===== src/logic/gptu_pkg.sv =====
package gptu_pkg;

  // ==========================================================
  // Geometry
  localparam int GPTU_NUM_TIMERS = 5;
  localparam int GPTU_TW = 16;

  // ==========================================================
  // Timer indices
  localparam int IX_AUX_A = 0; // first_aux_timer_a
  localparam int IX_CORE1 = 1; // first_core_timer
  localparam int IX_AUX_B = 2; // first_aux_timer_b
  localparam int IX_AUX2 = 3; // second_aux_timer
  localparam int IX_CORE2 = 4; // second_core_timer

  // ==========================================================
  // Register word indices, byte address is four times the index
  localparam logic [3:0] REG_CTL0 = 4'h0; // controls 0..4 at 0x00..0x10
  localparam logic [3:0] REG_VAL0 = 4'h5; // values 0..4 at 0x14..0x24
  localparam logic [3:0] REG_CAPTURE_RELOAD_REGISTER = 4'hA; // 0x28
  localparam logic [3:0] REG_FLAGS = 4'hB; // 0x2C, write one to clear
  localparam logic [3:0] REG_LAST = 4'hB;

  // ==========================================================
  // Control field positions
  localparam int CTL_RUN = 0;
  localparam int CTL_MODE = 1; // two bits
  localparam int CTL_DDN = 3; // software direction, 1 = down
  localparam int CTL_DEXT = 4; // direction from pin
  localparam int CTL_PRE = 5; // three bits, prescale exponent
  localparam int CTL_AFN = 8; // two bits, aux function / bit 8,9 second module
  localparam int CTL_RLR = 10; // reload on latch rising / capture source low
  localparam int CTL_RLF = 11; // reload on latch falling / capture source high
  localparam int CTL_GLVL = 12; // active gate level
  localparam int CTL_RLP = 13; // reload on pin rising edge

  // Modes
  typedef enum logic [1:0] {
    GPTU_TIMER = 2'b00,
    GPTU_GATED = 2'b01,
    GPTU_COUNTER = 2'b10,
    GPTU_INCR = 2'b11
  } gptu_mode_e;

  // Aux functions of the first module
  localparam logic [1:0] AFN_NORMAL = 2'h0;
  localparam logic [1:0] AFN_CAPTURE = 2'h1;
  localparam logic [1:0] AFN_RELOAD = 2'h2;
  localparam logic [1:0] AFN_LATCH = 2'h3;

  // Base tick shifts: 4 and 2 system clocks
  localparam logic [3:0] SH_MOD1 = 4'h2;
  localparam logic [3:0] SH_MOD2 = 4'h1;

  // Flag bits
  localparam int FL_CAP_A = 5;
  localparam int FL_CAP_B = 6;
  localparam int FL_CAPTURE_RELOAD_REGISTER = 7;

  // ==========================================================
  // State
  typedef struct packed {
    logic [4:0][15:0] t;
    logic [4:0][15:0] ctl;
    logic [15:0] pre;
    logic [15:0] capture_reload_register;
    logic [7:0] flags;
    logic tl1;
    logic tl2;
    logic [4:0] sp;
    logic [4:0] sd;
    logic scp;
    logic sci;
    logic scd;
    logic ovf_out;
    logic [31:0] rdata;
  } gptu_state_s;

  localparam gptu_state_s GPTU_STATE_RST = '0;

endpackage


===== src/logic/gptu_top.sv =====
`timescale 1ns/1ps
// Behaviour
// RQ1 - five 16-bit timers in two modules
// RQ2 - timers run alone or chained in module
// RQ3 - first module modes: timer, gated, counter, incremental
// RQ4 - timer mode counts prescaled system clock
// RQ5 - counter mode counts input pin events
// RQ6 - gated mode counts while gate level active
// RQ7 - first module resolution four clocks
// RQ8 - direction from software bit or pin
// RQ9 - incremental mode tracks quadrature A/B position
// RQ10 - core toggle latch flips on wrap
// RQ11 - aux timers may count core latch
// RQ12 - capture/reload aux timer stops counting
// RQ13 - capture copies core value on pin
// RQ14 - reload core on pin or latch edge
// RQ15 - dual reload gives free-running PWM
// RQ16 - second module resolution two clocks
// RQ17 - second timers: prescaler or pin, direction
// RQ18 - second core latch flips, clocks aux
// RQ19 - second core wraps clock others, reload
// RQ20 - capture pin stores aux, optional clear
// RQ21 - capture trigger from core pins too
// RQ22 - wrap and capture flags, software clearable
module gptu_top (
  input wire logic clock_i,
  input wire logic reset_n_i,
  input wire logic psel_i,
  input wire logic penable_i,
  input wire logic pwrite_i,
  input wire logic [31:0] paddr_i,
  input wire logic [31:0] pwdata_i,
  output logic [31:0] prdata_o,
  output logic pready_o,
  output logic pslverr_o,
  input wire logic [gptu_pkg::GPTU_NUM_TIMERS-1:0] timer_input_pin_i,
  input wire logic [gptu_pkg::GPTU_NUM_TIMERS-1:0] direction_input_pin_i,
  input wire logic capture_input_pin_i,
  output logic core_toggle_output_o,
  output logic second_core_toggle_output_o,
  output logic other_compare_unit_timers_o
);
  import gptu_pkg::*;

  // ==========================================================
  // Helpers
  // Prescaler tick every 2^sh clocks
  function automatic logic gptu_tick(input logic [15:0] cnt, input logic [3:0] sh);
    logic [15:0] m;
    m = (16'h0001 << sh) - 16'h0001;
    return (cnt & m) == m;
  endfunction

  // Step value, bit 16 flags wrap
  function automatic logic [16:0] gptu_step(input logic [15:0] v, input logic dn);
    logic w;
    w = dn ? (v == 16'h0000) : (v == 16'hFFFF);
    return {w, dn ? v - 16'h0001 : v + 16'h0001};
  endfunction

  // Address lies on a mapped word
  function automatic logic gptu_mapped(input logic [31:0] a);
    return (a[1:0] == 2'h0) && (a[31:6] == 26'h0000000) && (a[5:2] <= REG_LAST);
  endfunction

  gptu_state_s r;
  gptu_state_s next_r;

  logic wr;
  logic [3:0] widx;
  logic b1;
  logic b2;
  logic [2:0] inc;
  logic [2:0] dn;
  logic [2:0] ein;
  logic [16:0] st;
  logic ovf1;
  logic ovf2;
  logic rl_hit;
  logic [15:0] rl_val;
  logic [1:0] cap1;
  logic cap2;
  logic inc5;
  logic dn5;
  logic inc6;
  logic dn6;
  logic [7:0] fset;

  // ==========================================================
  // APB handshake, zero wait states
  assign pready_o = 1'b1;
  assign pslverr_o = psel_i && penable_i && !gptu_mapped(paddr_i);
  assign wr = psel_i && penable_i && pwrite_i && gptu_mapped(paddr_i);
  assign widx = paddr_i[5:2];
  assign prdata_o = r.rdata;
  assign core_toggle_output_o = r.tl1;
  assign second_core_toggle_output_o = r.tl2;
  assign other_compare_unit_timers_o = r.ovf_out;

  // ==========================================================
  // Next state
  always_comb
  begin
    next_r = r;
    inc = '0;
    dn = '0;
    ein = '0;
    st = '0;
    ovf1 = 1'b0;
    ovf2 = 1'b0;
    rl_hit = 1'b0;
    rl_val = '0;
    cap1 = '0;
    cap2 = 1'b0;
    inc5 = 1'b0;
    dn5 = 1'b0;
    inc6 = 1'b0;
    dn6 = 1'b0;
    fset = '0;
    next_r.pre = r.pre + 16'h0001;
    // Pins sampled on module base ticks
    b1 = gptu_tick(r.pre, SH_MOD1); // RQ7
    b2 = gptu_tick(r.pre, SH_MOD2); // RQ16

    // First module count enables and directions
    for (int i = 0; i < 3; i++)
    begin
      ein[i] = b1 && timer_input_pin_i[i] && !r.sp[i];
      dn[i] = r.ctl[i][CTL_DEXT] ? direction_input_pin_i[i] : r.ctl[i][CTL_DDN]; // RQ8
      case (gptu_mode_e'(r.ctl[i][CTL_MODE+:2])) // RQ3
        GPTU_TIMER:
          inc[i] = gptu_tick(r.pre, SH_MOD1 + {1'b0, r.ctl[i][CTL_PRE+:3]}); // RQ4
        GPTU_GATED:
          inc[i] = gptu_tick(r.pre, SH_MOD1 + {1'b0, r.ctl[i][CTL_PRE+:3]})
                   && (timer_input_pin_i[i] == r.ctl[i][CTL_GLVL]); // RQ6
        GPTU_COUNTER:
          inc[i] = ein[i]; // RQ5
        GPTU_INCR:
        begin
          // Quadrature decode on either input change
          inc[i] = b1 && ((timer_input_pin_i[i] != r.sp[i])
                   || (direction_input_pin_i[i] != r.sd[i])); // RQ9
          dn[i] = (timer_input_pin_i[i] != r.sp[i])
                  ? (timer_input_pin_i[i] == direction_input_pin_i[i])
                  : (timer_input_pin_i[i] != direction_input_pin_i[i]); // RQ9
        end
        default:
          inc[i] = 1'b0;
      endcase
      inc[i] = inc[i] && r.ctl[i][CTL_RUN];
    end

    // First core timer and its toggle latch
    if (inc[IX_CORE1])
    begin
      st = gptu_step(r.t[IX_CORE1], dn[IX_CORE1]);
      next_r.t[IX_CORE1] = st[15:0];
      ovf1 = st[16];
    end
    if (ovf1)
    begin
      next_r.tl1 = !r.tl1; // RQ10
      fset[IX_CORE1] = 1'b1; // RQ22
    end

    // First module aux timers
    for (int j = 0; j < 2; j++)
    begin
      int i;
      logic trig;
      i = 2 * j;
      trig = 1'b0;
      case (r.ctl[i][CTL_AFN+:2])
        AFN_CAPTURE:
        begin
          // Stopped; latches core value on pin rising edge
          if (ein[i]) // RQ12
          begin
            next_r.t[i] = r.t[IX_CORE1]; // RQ13
            cap1[j] = 1'b1;
          end
        end
        AFN_RELOAD:
        begin
          // Stopped; loads core on selected latch edge or pin
          trig = (r.ctl[i][CTL_RLR] && ovf1 && !r.tl1)
                 || (r.ctl[i][CTL_RLF] && ovf1 && r.tl1)
                 || (r.ctl[i][CTL_RLP] && ein[i]); // RQ14
          if (trig) // RQ15
          begin
            next_r.t[IX_CORE1] = r.t[i]; // RQ14
            rl_hit = 1'b1;
            rl_val = r.t[i];
          end
        end
        default:
        begin
          // Latch function counts core latch transitions
          if (r.ctl[i][CTL_AFN+:2] == AFN_LATCH)
          begin
            inc[i] = ovf1 && r.ctl[i][CTL_RUN]; // RQ11
          end
          if (inc[i]) // RQ2
          begin
            st = gptu_step(r.t[i], dn[i]);
            next_r.t[i] = st[15:0];
            fset[i] = st[16]; // RQ22
          end
        end
      endcase
    end
    fset[FL_CAP_A] = cap1[0]; // RQ22
    fset[FL_CAP_B] = cap1[1]; // RQ22

    // Second module core timer
    dn6 = r.ctl[IX_CORE2][CTL_DEXT] ? direction_input_pin_i[IX_CORE2]
          : r.ctl[IX_CORE2][CTL_DDN]; // RQ17
    inc6 = (r.ctl[IX_CORE2][CTL_MODE+:2] == GPTU_COUNTER)
           ? (b2 && timer_input_pin_i[IX_CORE2] && !r.sp[IX_CORE2])
           : gptu_tick(r.pre, SH_MOD2 + {1'b0, r.ctl[IX_CORE2][CTL_PRE+:3]}); // RQ17
    if (inc6 && r.ctl[IX_CORE2][CTL_RUN])
    begin
      st = gptu_step(r.t[IX_CORE2], dn6);
      next_r.t[IX_CORE2] = st[15:0];
      ovf2 = st[16];
    end
    if (ovf2)
    begin
      next_r.tl2 = !r.tl2; // RQ18
      fset[IX_CORE2] = 1'b1; // RQ22
      if (r.ctl[IX_CORE2][CTL_AFN+1])
      begin
        next_r.t[IX_CORE2] = r.capture_reload_register; // RQ19
      end
    end
    next_r.ovf_out = ovf2; // RQ19

    // Second module aux timer, prescaler, pin or core latch
    dn5 = r.ctl[IX_AUX2][CTL_DEXT] ? direction_input_pin_i[IX_AUX2]
          : r.ctl[IX_AUX2][CTL_DDN]; // RQ17
    if (r.ctl[IX_AUX2][CTL_AFN])
    begin
      inc5 = ovf2; // RQ18
    end
    else if (r.ctl[IX_AUX2][CTL_MODE+:2] == GPTU_COUNTER)
    begin
      inc5 = b2 && timer_input_pin_i[IX_AUX2] && !r.sp[IX_AUX2]; // RQ17
    end
    else
    begin
      inc5 = gptu_tick(r.pre, SH_MOD2 + {1'b0, r.ctl[IX_AUX2][CTL_PRE+:3]}); // RQ17
    end
    if (inc5 && r.ctl[IX_AUX2][CTL_RUN])
    begin
      st = gptu_step(r.t[IX_AUX2], dn5);
      next_r.t[IX_AUX2] = st[15:0];
      fset[IX_AUX2] = st[16]; // RQ22
    end

    // Capture into the capture/reload register
    case (r.ctl[IX_AUX2][CTL_RLR+:2])
      2'h0: cap2 = b2 && capture_input_pin_i && !r.scp; // RQ20
      2'h1: cap2 = b2 && (timer_input_pin_i[IX_CORE1] != r.sci); // RQ21
      2'h2: cap2 = b2 && (direction_input_pin_i[IX_CORE1] != r.scd); // RQ21
      default: cap2 = b2 && ((timer_input_pin_i[IX_CORE1] != r.sci)
                      || (direction_input_pin_i[IX_CORE1] != r.scd)); // RQ21
    endcase
    if (cap2)
    begin
      next_r.capture_reload_register = r.t[IX_AUX2]; // RQ20
      fset[FL_CAPTURE_RELOAD_REGISTER] = 1'b1; // RQ22
      if (r.ctl[IX_AUX2][CTL_AFN+1])
      begin
        next_r.t[IX_AUX2] = 16'h0000; // RQ20
      end
    end

    // Pin samples on base ticks
    if (b1)
    begin
      next_r.sp[2:0] = timer_input_pin_i[2:0];
      next_r.sd[2:0] = direction_input_pin_i[2:0];
    end
    if (b2)
    begin
      next_r.sp[4:3] = timer_input_pin_i[4:3];
      next_r.sd[4:3] = direction_input_pin_i[4:3];
      next_r.scp = capture_input_pin_i;
      next_r.sci = timer_input_pin_i[IX_CORE1];
      next_r.scd = direction_input_pin_i[IX_CORE1];
    end

    // Software writes, flags set wins over clear
    next_r.flags = r.flags | fset;
    if (wr)
    begin
      if (widx < REG_VAL0)
      begin
        next_r.ctl[widx[2:0]] = pwdata_i[15:0];
      end
      else if (widx < REG_CAPTURE_RELOAD_REGISTER)
      begin
        next_r.t[3'(widx - REG_VAL0)] = pwdata_i[15:0]; // RQ1
      end
      else if (widx == REG_CAPTURE_RELOAD_REGISTER)
      begin
        next_r.capture_reload_register = pwdata_i[15:0];
      end
      else
      begin
        next_r.flags = (r.flags & ~pwdata_i[7:0]) | fset; // RQ22
      end
    end

    // Read data captured in setup phase
    if (psel_i && !penable_i)
    begin
      next_r.rdata = 32'h00000000;
      if (gptu_mapped(paddr_i))
      begin
        if (widx < REG_VAL0)
        begin
          next_r.rdata[15:0] = r.ctl[widx[2:0]];
        end
        else if (widx < REG_CAPTURE_RELOAD_REGISTER)
        begin
          next_r.rdata[15:0] = r.t[3'(widx - REG_VAL0)];
        end
        else if (widx == REG_CAPTURE_RELOAD_REGISTER)
        begin
          next_r.rdata[15:0] = r.capture_reload_register;
        end
        else
        begin
          next_r.rdata[7:0] = r.flags;
        end
      end
    end
  end

  // ==========================================================
  // State register
  always_ff @(posedge clock_i)
  begin
    if (!reset_n_i)
    begin
      r <= GPTU_STATE_RST;
    end
    else
    begin
      r <= next_r;
    end
  end

  // ==========================================================
  // Checks
  AST_TICK4: assert property (@(posedge clock_i) disable iff (!reset_n_i) // RQ7
    b1 |=> !b1 [*3])
    else $error("first module base tick faster than four clocks");

  AST_TICK2: assert property (@(posedge clock_i) disable iff (!reset_n_i) // RQ16
    b2 |=> !b2 ##1 b2)
    else $error("second module base tick not every two clocks");

  AST_LATCH1: assert property (@(posedge clock_i) disable iff (!reset_n_i) // RQ10
    ovf1 |=> core_toggle_output_o != $past(core_toggle_output_o))
    else $error("core toggle latch missed a wrap");

  AST_LATCH2: assert property (@(posedge clock_i) disable iff (!reset_n_i) // RQ18
    ovf2 |=> second_core_toggle_output_o != $past(second_core_toggle_output_o))
    else $error("second core toggle latch missed a wrap");

  AST_STOPPED: assert property (@(posedge clock_i) disable iff (!reset_n_i) // RQ12
    (r.ctl[IX_AUX_A][CTL_AFN+:2] == AFN_CAPTURE && !cap1[0] && !wr)
    |=> $stable(r.t[IX_AUX_A]))
    else $error("capture-mode aux timer changed without capture");

  AST_CAPTURE: assert property (@(posedge clock_i) disable iff (!reset_n_i) // RQ13
    (cap1[0] && !wr) |=> r.t[IX_AUX_A] == $past(r.t[IX_CORE1]))
    else $error("aux capture did not take core value");

  AST_RELOAD: assert property (@(posedge clock_i) disable iff (!reset_n_i) // RQ14
    (rl_hit && !wr) |=> r.t[IX_CORE1] == $past(rl_val))
    else $error("core reload did not take aux value");

  AST_WRAPOUT: assert property (@(posedge clock_i) disable iff (!reset_n_i) // RQ19
    ovf2 |=> other_compare_unit_timers_o ##1 (other_compare_unit_timers_o == $past(ovf2)))
    else $error("second core wrap pulse not forwarded");

  AST_CAPTURE_RELOAD_REGISTER: assert property (@(posedge clock_i) disable iff (!reset_n_i) // RQ20
    (cap2 && !wr) |=> r.capture_reload_register == $past(r.t[IX_AUX2]))
    else $error("capture register did not store aux value");

  AST_FLAG: assert property (@(posedge clock_i) disable iff (!reset_n_i) // RQ22
    ovf1 |=> r.flags[IX_CORE1])
    else $error("core wrap flag lost");

endmodule // gptu_top


===== config.mk =====
export PLATFORM = sky130hd
export DESIGN_NAME = gptu_top
export DESIGN_NICKNAME = d
export VERILOG_FILES = /design/src/logic/gptu_pkg.sv /design/src/logic/gptu_top.sv
export SDC_FILE = /design/constraint.sdc
export NUM_CORES = 1
export LEC_CHECK = 0
export BUFFER_PORTS_ARGS = -buffer_cell sky130_fd_sc_hd__buf_4
export CAP_MARGIN = 10
export CELL_PAD_IN_SITES_DETAIL_PLACEMENT = 1
export CELL_PAD_IN_SITES_GLOBAL_PLACEMENT = 1
export CORE_MARGIN = 4
export CORE_UTILIZATION = 30
export DETAILED_ROUTE_END_ITERATION = 10
export GPL_ROUTABILITY_DRIVEN = 0
export PLACE_DENSITY = 0.55
export SKIP_CTS_REPAIR_TIMING = 1
export SYNTH_ARGS = -nofsm -noshare
export SYNTH_HDL_FRONTEND = slang
export SYNTH_SLANG_ARGS = --single-unit
export TNS_END_PERCENT = 30

===== constraint.sdc =====
create_clock -name clock_i -period 6.65 [get_ports clock_i]
set_input_delay 1.33 -clock clock_i [delete_from_list [all_inputs] [get_ports clock_i]]
set_output_delay 1.33 -clock clock_i [all_outputs]
set_load 0.02 [all_outputs]

After elaboration in Yosys (flattened, before gate mapping)
Cells that the tools add are included.
- add/subtract/negate cells: 22
- order comparisons: 7
- equal/unequal tests: 48
- shift-type cells: 5
- multiplexer cells: 88
- bitwise gates (word level): 9
- reduce and logical (&&, ||, !) cells: 79
- operators by type and width (cell ; number):
    $mux W16 ; 29
    $mux W80 ; 3
    $bwmux W80 ; 2
    $mux W160 ; 1
    $sub A16 B1 Y16 const B ; 10
    $add A16 B1 Y16 const B ; 6
    $bmux W16 S3 ; 2
    $demux W16 S3 ; 2
    $and A16 B16 Y16 ; 5
    $eq A16 B16 Y1 ; 5
    $eq A16 B16 Y1 const B ; 5
    $logic_not A16 Y1 ; 5
    $shl A1 B4 Y16 const A ; 5
    $mux W24 ; 3
    $pmux W16 S2 ; 2
    $logic_and A1 B1 Y1 ; 47
    $mux W1 ; 37
    $eq A2 B2 Y1 const B ; 14
    $logic_not A26 Y1 ; 1
    $mux W8 ; 3
    $or A8 B8 Y8 ; 2
    $add A2 B3 Y4 const A ; 3
    $eq A2 B1 Y1 const B ; 6
    $pmux W1 S4 ; 3
    other kinds (18) ; 57
- bits in registers: 230
- output and inout bits: 37

Depth between registers and ports, before layout
- depth after elaboration: 21
- gate-level depth with buffers: 19
- gate-level depth less buffers: 16

Least setup slack after synthesis
Ideal clock, no wire load.
- path kind: in2reg
- start point: input direction_input_pin_i[2] (netlist bit)
- end point: register r[212] (netlist bit)
- library setup time: 0.128 ns
- arrival time: 5.111 ns
- required time: 6.522 ns
- slack: 1.410 ns
- cell stages on the path: 14
- cells stage by stage: nand2_1 nor2_1 a211oi_1 ha_1 a21oi_1 o21bai_1 a2111oi_0 nor3_1 a41o_1 o41ai_1 xor2_1 nor2_1 a211oi_1 o22ai_1
- word-level cells in the longest chain between the ends: 13
- RTL lines (element ; RTL line ; source):
    start: declaration ; gptu_top.sv:37 ; input wire logic [gptu_pkg::GPTU_NUM_TIMERS-1:0] direction_input_pin_i,
    $ne A1 B1 Y1 ; gptu_top.sv:142 ; || (direction_input_pin_i[i] != r.sd[i]));
    $logic_or A1 B1 Y1 ; gptu_top.sv:142 ;
    $logic_and A1 B1 Y1 ; gptu_top.sv:141 ; inc[i] = b1 && ((timer_input_pin_i[i] != r.sp[i])
    $pmux W1 S4 ; gptu_top.sv:130 ; case (gptu_mode_e'(r.ctl[i][CTL_MODE+:2]))
    $logic_and A1 B1 Y1 ; gptu_top.sv:150 ; inc[i] = inc[i] && r.ctl[i][CTL_RUN];
    $mux W1 ; gptu_top.sv:199 ; if (r.ctl[i][CTL_AFN+:2] == AFN_LATCH)
    $mux W1 ; gptu_top.sv:173 ; case (r.ctl[i][CTL_AFN+:2])
    $mux W16 (*) ; gptu_top.sv:203 ; if (inc[i])
    $pmux W16 S2 (*) ; gptu_top.sv:173 ;
    $bwmux W80 ; gptu_top.sv:303 ; next_r.t[3'(widx - REG_VAL0)] = pwdata_i[15:0];
    $mux W80 ; gptu_top.sv:301 ; else if (widx < REG_CAPTURE_RELOAD_REGISTER)
    $mux W80 ; gptu_top.sv:297 ; if (widx < REG_VAL0)
    $mux W160 (*) ; gptu_top.sv:295 ; if (wr)
    end signal: assignment ; gptu_top.sv:351 ; r <= next_r;
    end: declaration ; gptu_top.sv:66 ; gptu_state_s r;
Mark *: on every way between the ends. The rest lies on a longest branch, timed or not. The select of a mux whose other input is x is not followed.
A chain may end at the register's enable or synchronous reset.

==> flow_summary.yaml <==
outcome:
  outcome: "finished, final reports clean"
setup_path:
  r2r_slack_ns: 0.93
  crit_fanout: 32
  crit_path_end_kind: "register"
  r2r-end: "r[241]$_SDFF_PN0_"
  startpoint_type: "register"
  arrival_ns: 6.20
  worstSetupPathType: "reg2reg"
  required_ns: 7.13
  reg2regPathDepth: 17
  endpoint: "r[241]$_SDFF_PN0_"
global_route:
  track_usage: 0.2364
  grt_pass1_wl_microns: 118000
  grt_remaining_overflow: 0
  grt_start_max_net_pins: 82
  antenna_found_initial: 1
  grt_pass1_vias: 18776
timing:
  slew_viol_final: 0
  grt_setup_unrepaired: "no"
  fin_setup_tns_ns: 0
  fmax_mhz: 174.8
  worst_pin_slew_ns: 1.283
  hold_ws_ns: 0.4542
  period_share: 0.8603
  clock_skew_ns: 0.01657
  max_slew_margin: 0.1423
  period_minus_slack_ns: 5.721
  hold_violations: 0
  setup_viol: 0
power_and_ir_drop:
  ir_worst_vdd_uv: 151.6
  leakagePower_nw: 7.611
  power.density_mw_per_mm2: 163.8
  fin_total_pwr_mw: 3.302
layout:
  post_route_cells_drive_above_1_share: 0.09862
  final-seq-area_sq_mm: 0.004604
  syn2layout_area_growth_pct: 10.45
  multi_input_area_sq_mm: 0.01251
  final_util: 0.3346
  design_area_sq_mm: 0.02016
  nNetsFinal: 2561
  fillers: 7290
synthesis:
  ys.flop_type: "dfxtp_1"
  synth_seq_cells: 230
  async_flop_share: 0
  synth_top_area_frac: 0.2523
  synth_largest_area_cell: "dfxtp_1"
  synth-edff-count: 0
  yosysSeqAreaShare: 0.2523
  netlist_top_cells_area: "dfxtp_1 (25%), ha_1 (7.2%), nand2_1 (6.9%), a21oi_1 (6.2%), mux2i_1 (4.8%)"
  synthesis.instances: 2420
  synth_cell_types: 90
  syn_area_per_cell_sq_um: 7.541
  yosys_warnings: 0
  syn_area_sq_mm: 0.01825
  synth.most_common_cell: "nand2_1"
  ys_top_cells_by_count: "nand2_1 (334), dfxtp_1 (230), a21oi_1 (227)"
floorplanning:
  die_x_microns: 254.6
  core_area_sq_mm: 0.06025
  io_pins: 117
  rows: 90
  die_y_microns: 254.6
  die_area_sq_mm: 0.06484
  start_util: 0.3029
cts:
  cts_root_buf: "clkbuf_16"
  cts_max_level: 1
  clkTransAtPathRegs_ns: 0.06
  cts.sinks: 230
  cts_tree: "done"
  cts_buffers: 29
  clock_latency_ns: 0.58
  clock_path_buffers: 3
worst_hold_path:
  hold_class: "reg2reg"
drt:
  drc_errors: 0
  final_antenna_net_count: 0
  initialDrtViolationCount: 1201
  drtPass1Iterations: 5
  routed_wirelength_microns: 79430
  vias: 18499
  routedWlPerCell_microns: 25.00
  vias_per_cell: 5.823
placement:
  hpwl_microns: 57240
  io_buffers: 83
  place_area_sq_mm: 0.01919
flow_run:
  cap_violations: 0
-- critical path, stage by stage, from the launching register on --
cell and delay (ns):
dfxtp_1 0.66, nand2_1 0.24, inv_2 0.23, ha_1 0.37, nor3b_1 0.51, inv_1 0.10
ha_1 0.33, inv_1 0.18, xnor2_1 0.16, o32ai_1 0.11, or4_1 0.44, a2111oi_2 0.37
a21boi_2 0.10, buf_4 0.26, or3b_1 0.89, o211ai_1 0.30, o21ai_0 0.11, o21ai_0 0.22
-- kinds of logic (layout without fill, tap and decap cells) --
logic type,Yosys count,after routing,synth area share
and+or+nand+nor,841,841,0.2132
xor gates and xnor gates,101,101,0.04847
buffers and inverters,275,233,0.06754
muxes,114,114,0.07172
adders and majority gates,110,110,0.07748
AOI/OAI and AO/OA,747,747,0.2689
other,2,19,0.0004115
DFF,230,230,0.2523
-- area by class of cell --
type	instances	share of cell area
clock inverter	17	0.007387
clock buffer	36	0.03979
multi-input combinational	1930	0.6207
inverter	66	0.01242
antenna	2	0.0002483
tap	782	0.04854
timing repair buffer	114	0.04246
sequential	230	0.2284
-- metal layers --
metal | track usage | up-vias | routed length [microns]
met1 | 0.2934 | 9164 | 33620
met5 | 0 | - | 0
met4 | 0.09384 | 0 | 3828
met2 | 0.4155 | 428 | 38700
met3 | 0.03202 | 177 | 3277
li1 | - | 8730 | -
-- report_power, final --
| part | internal [mW] | switching [mW] | total [mW] |
|---|---|---|---|
| sequential | 1.38 | 0.00959 | 1.39 |
| clock | 0.930 | 0.700 | 1.63 |
| combinational | 0.0772 | 0.202 | 0.279 |
| total | 2.39 | 0.912 | 3.30 |
-- worst min-delay path by stage --
stage,startpoint,endpoint,slack [ns],cells after the start
global route,prdata_o[7]$_SDFFE_PN0P_,prdata_o[7]$_SDFFE_PN0P_,0.48,2
finish,prdata_o[7]$_SDFFE_PN0P_,prdata_o[7]$_SDFFE_PN0P_,0.45,2
CTS,prdata_o[12]$_SDFFE_PN0P_,prdata_o[12]$_SDFFE_PN0P_,0.46,2
global placement,register,register,0.44,2
detailed placement,prdata_o[12]$_SDFFE_PN0P_,prdata_o[12]$_SDFFE_PN0P_,0.45,2
floorplan,prdata_o[12]$_SDFFE_PN0P_,prdata_o[12]$_SDFFE_PN0P_,0.43,2
-- placed cells by master (no fill, tap or decap), drive strengths merged, types with 29 or more instances in the layout --
master	instances
o22ai	45
a21oi	227
nand2	334
buf	114
nor3	36
nor2	203
xor2	50
a22oi	29
nand3	57
o21ai	138
nand4	39
clkbuf	36
ha	105
xnor2	51
a211oi	29
inv	67
o211ai	62
dfxtp	230
nor4	42
mux2i	88
-- through the flow --
| step | instances | worst slack (ns) |
|---|---|---|
| detailed placement | 3121 | 1.116 |
| floorplan | 2435 | 1.410 |
| finish | 3177 | 0.9288 |
| global placement | 3121 | 1.184 |
| global route | 3175 | 0.4488 |
| CTS | 3174 | 1.037 |
(Power assumes the default switching activity.)
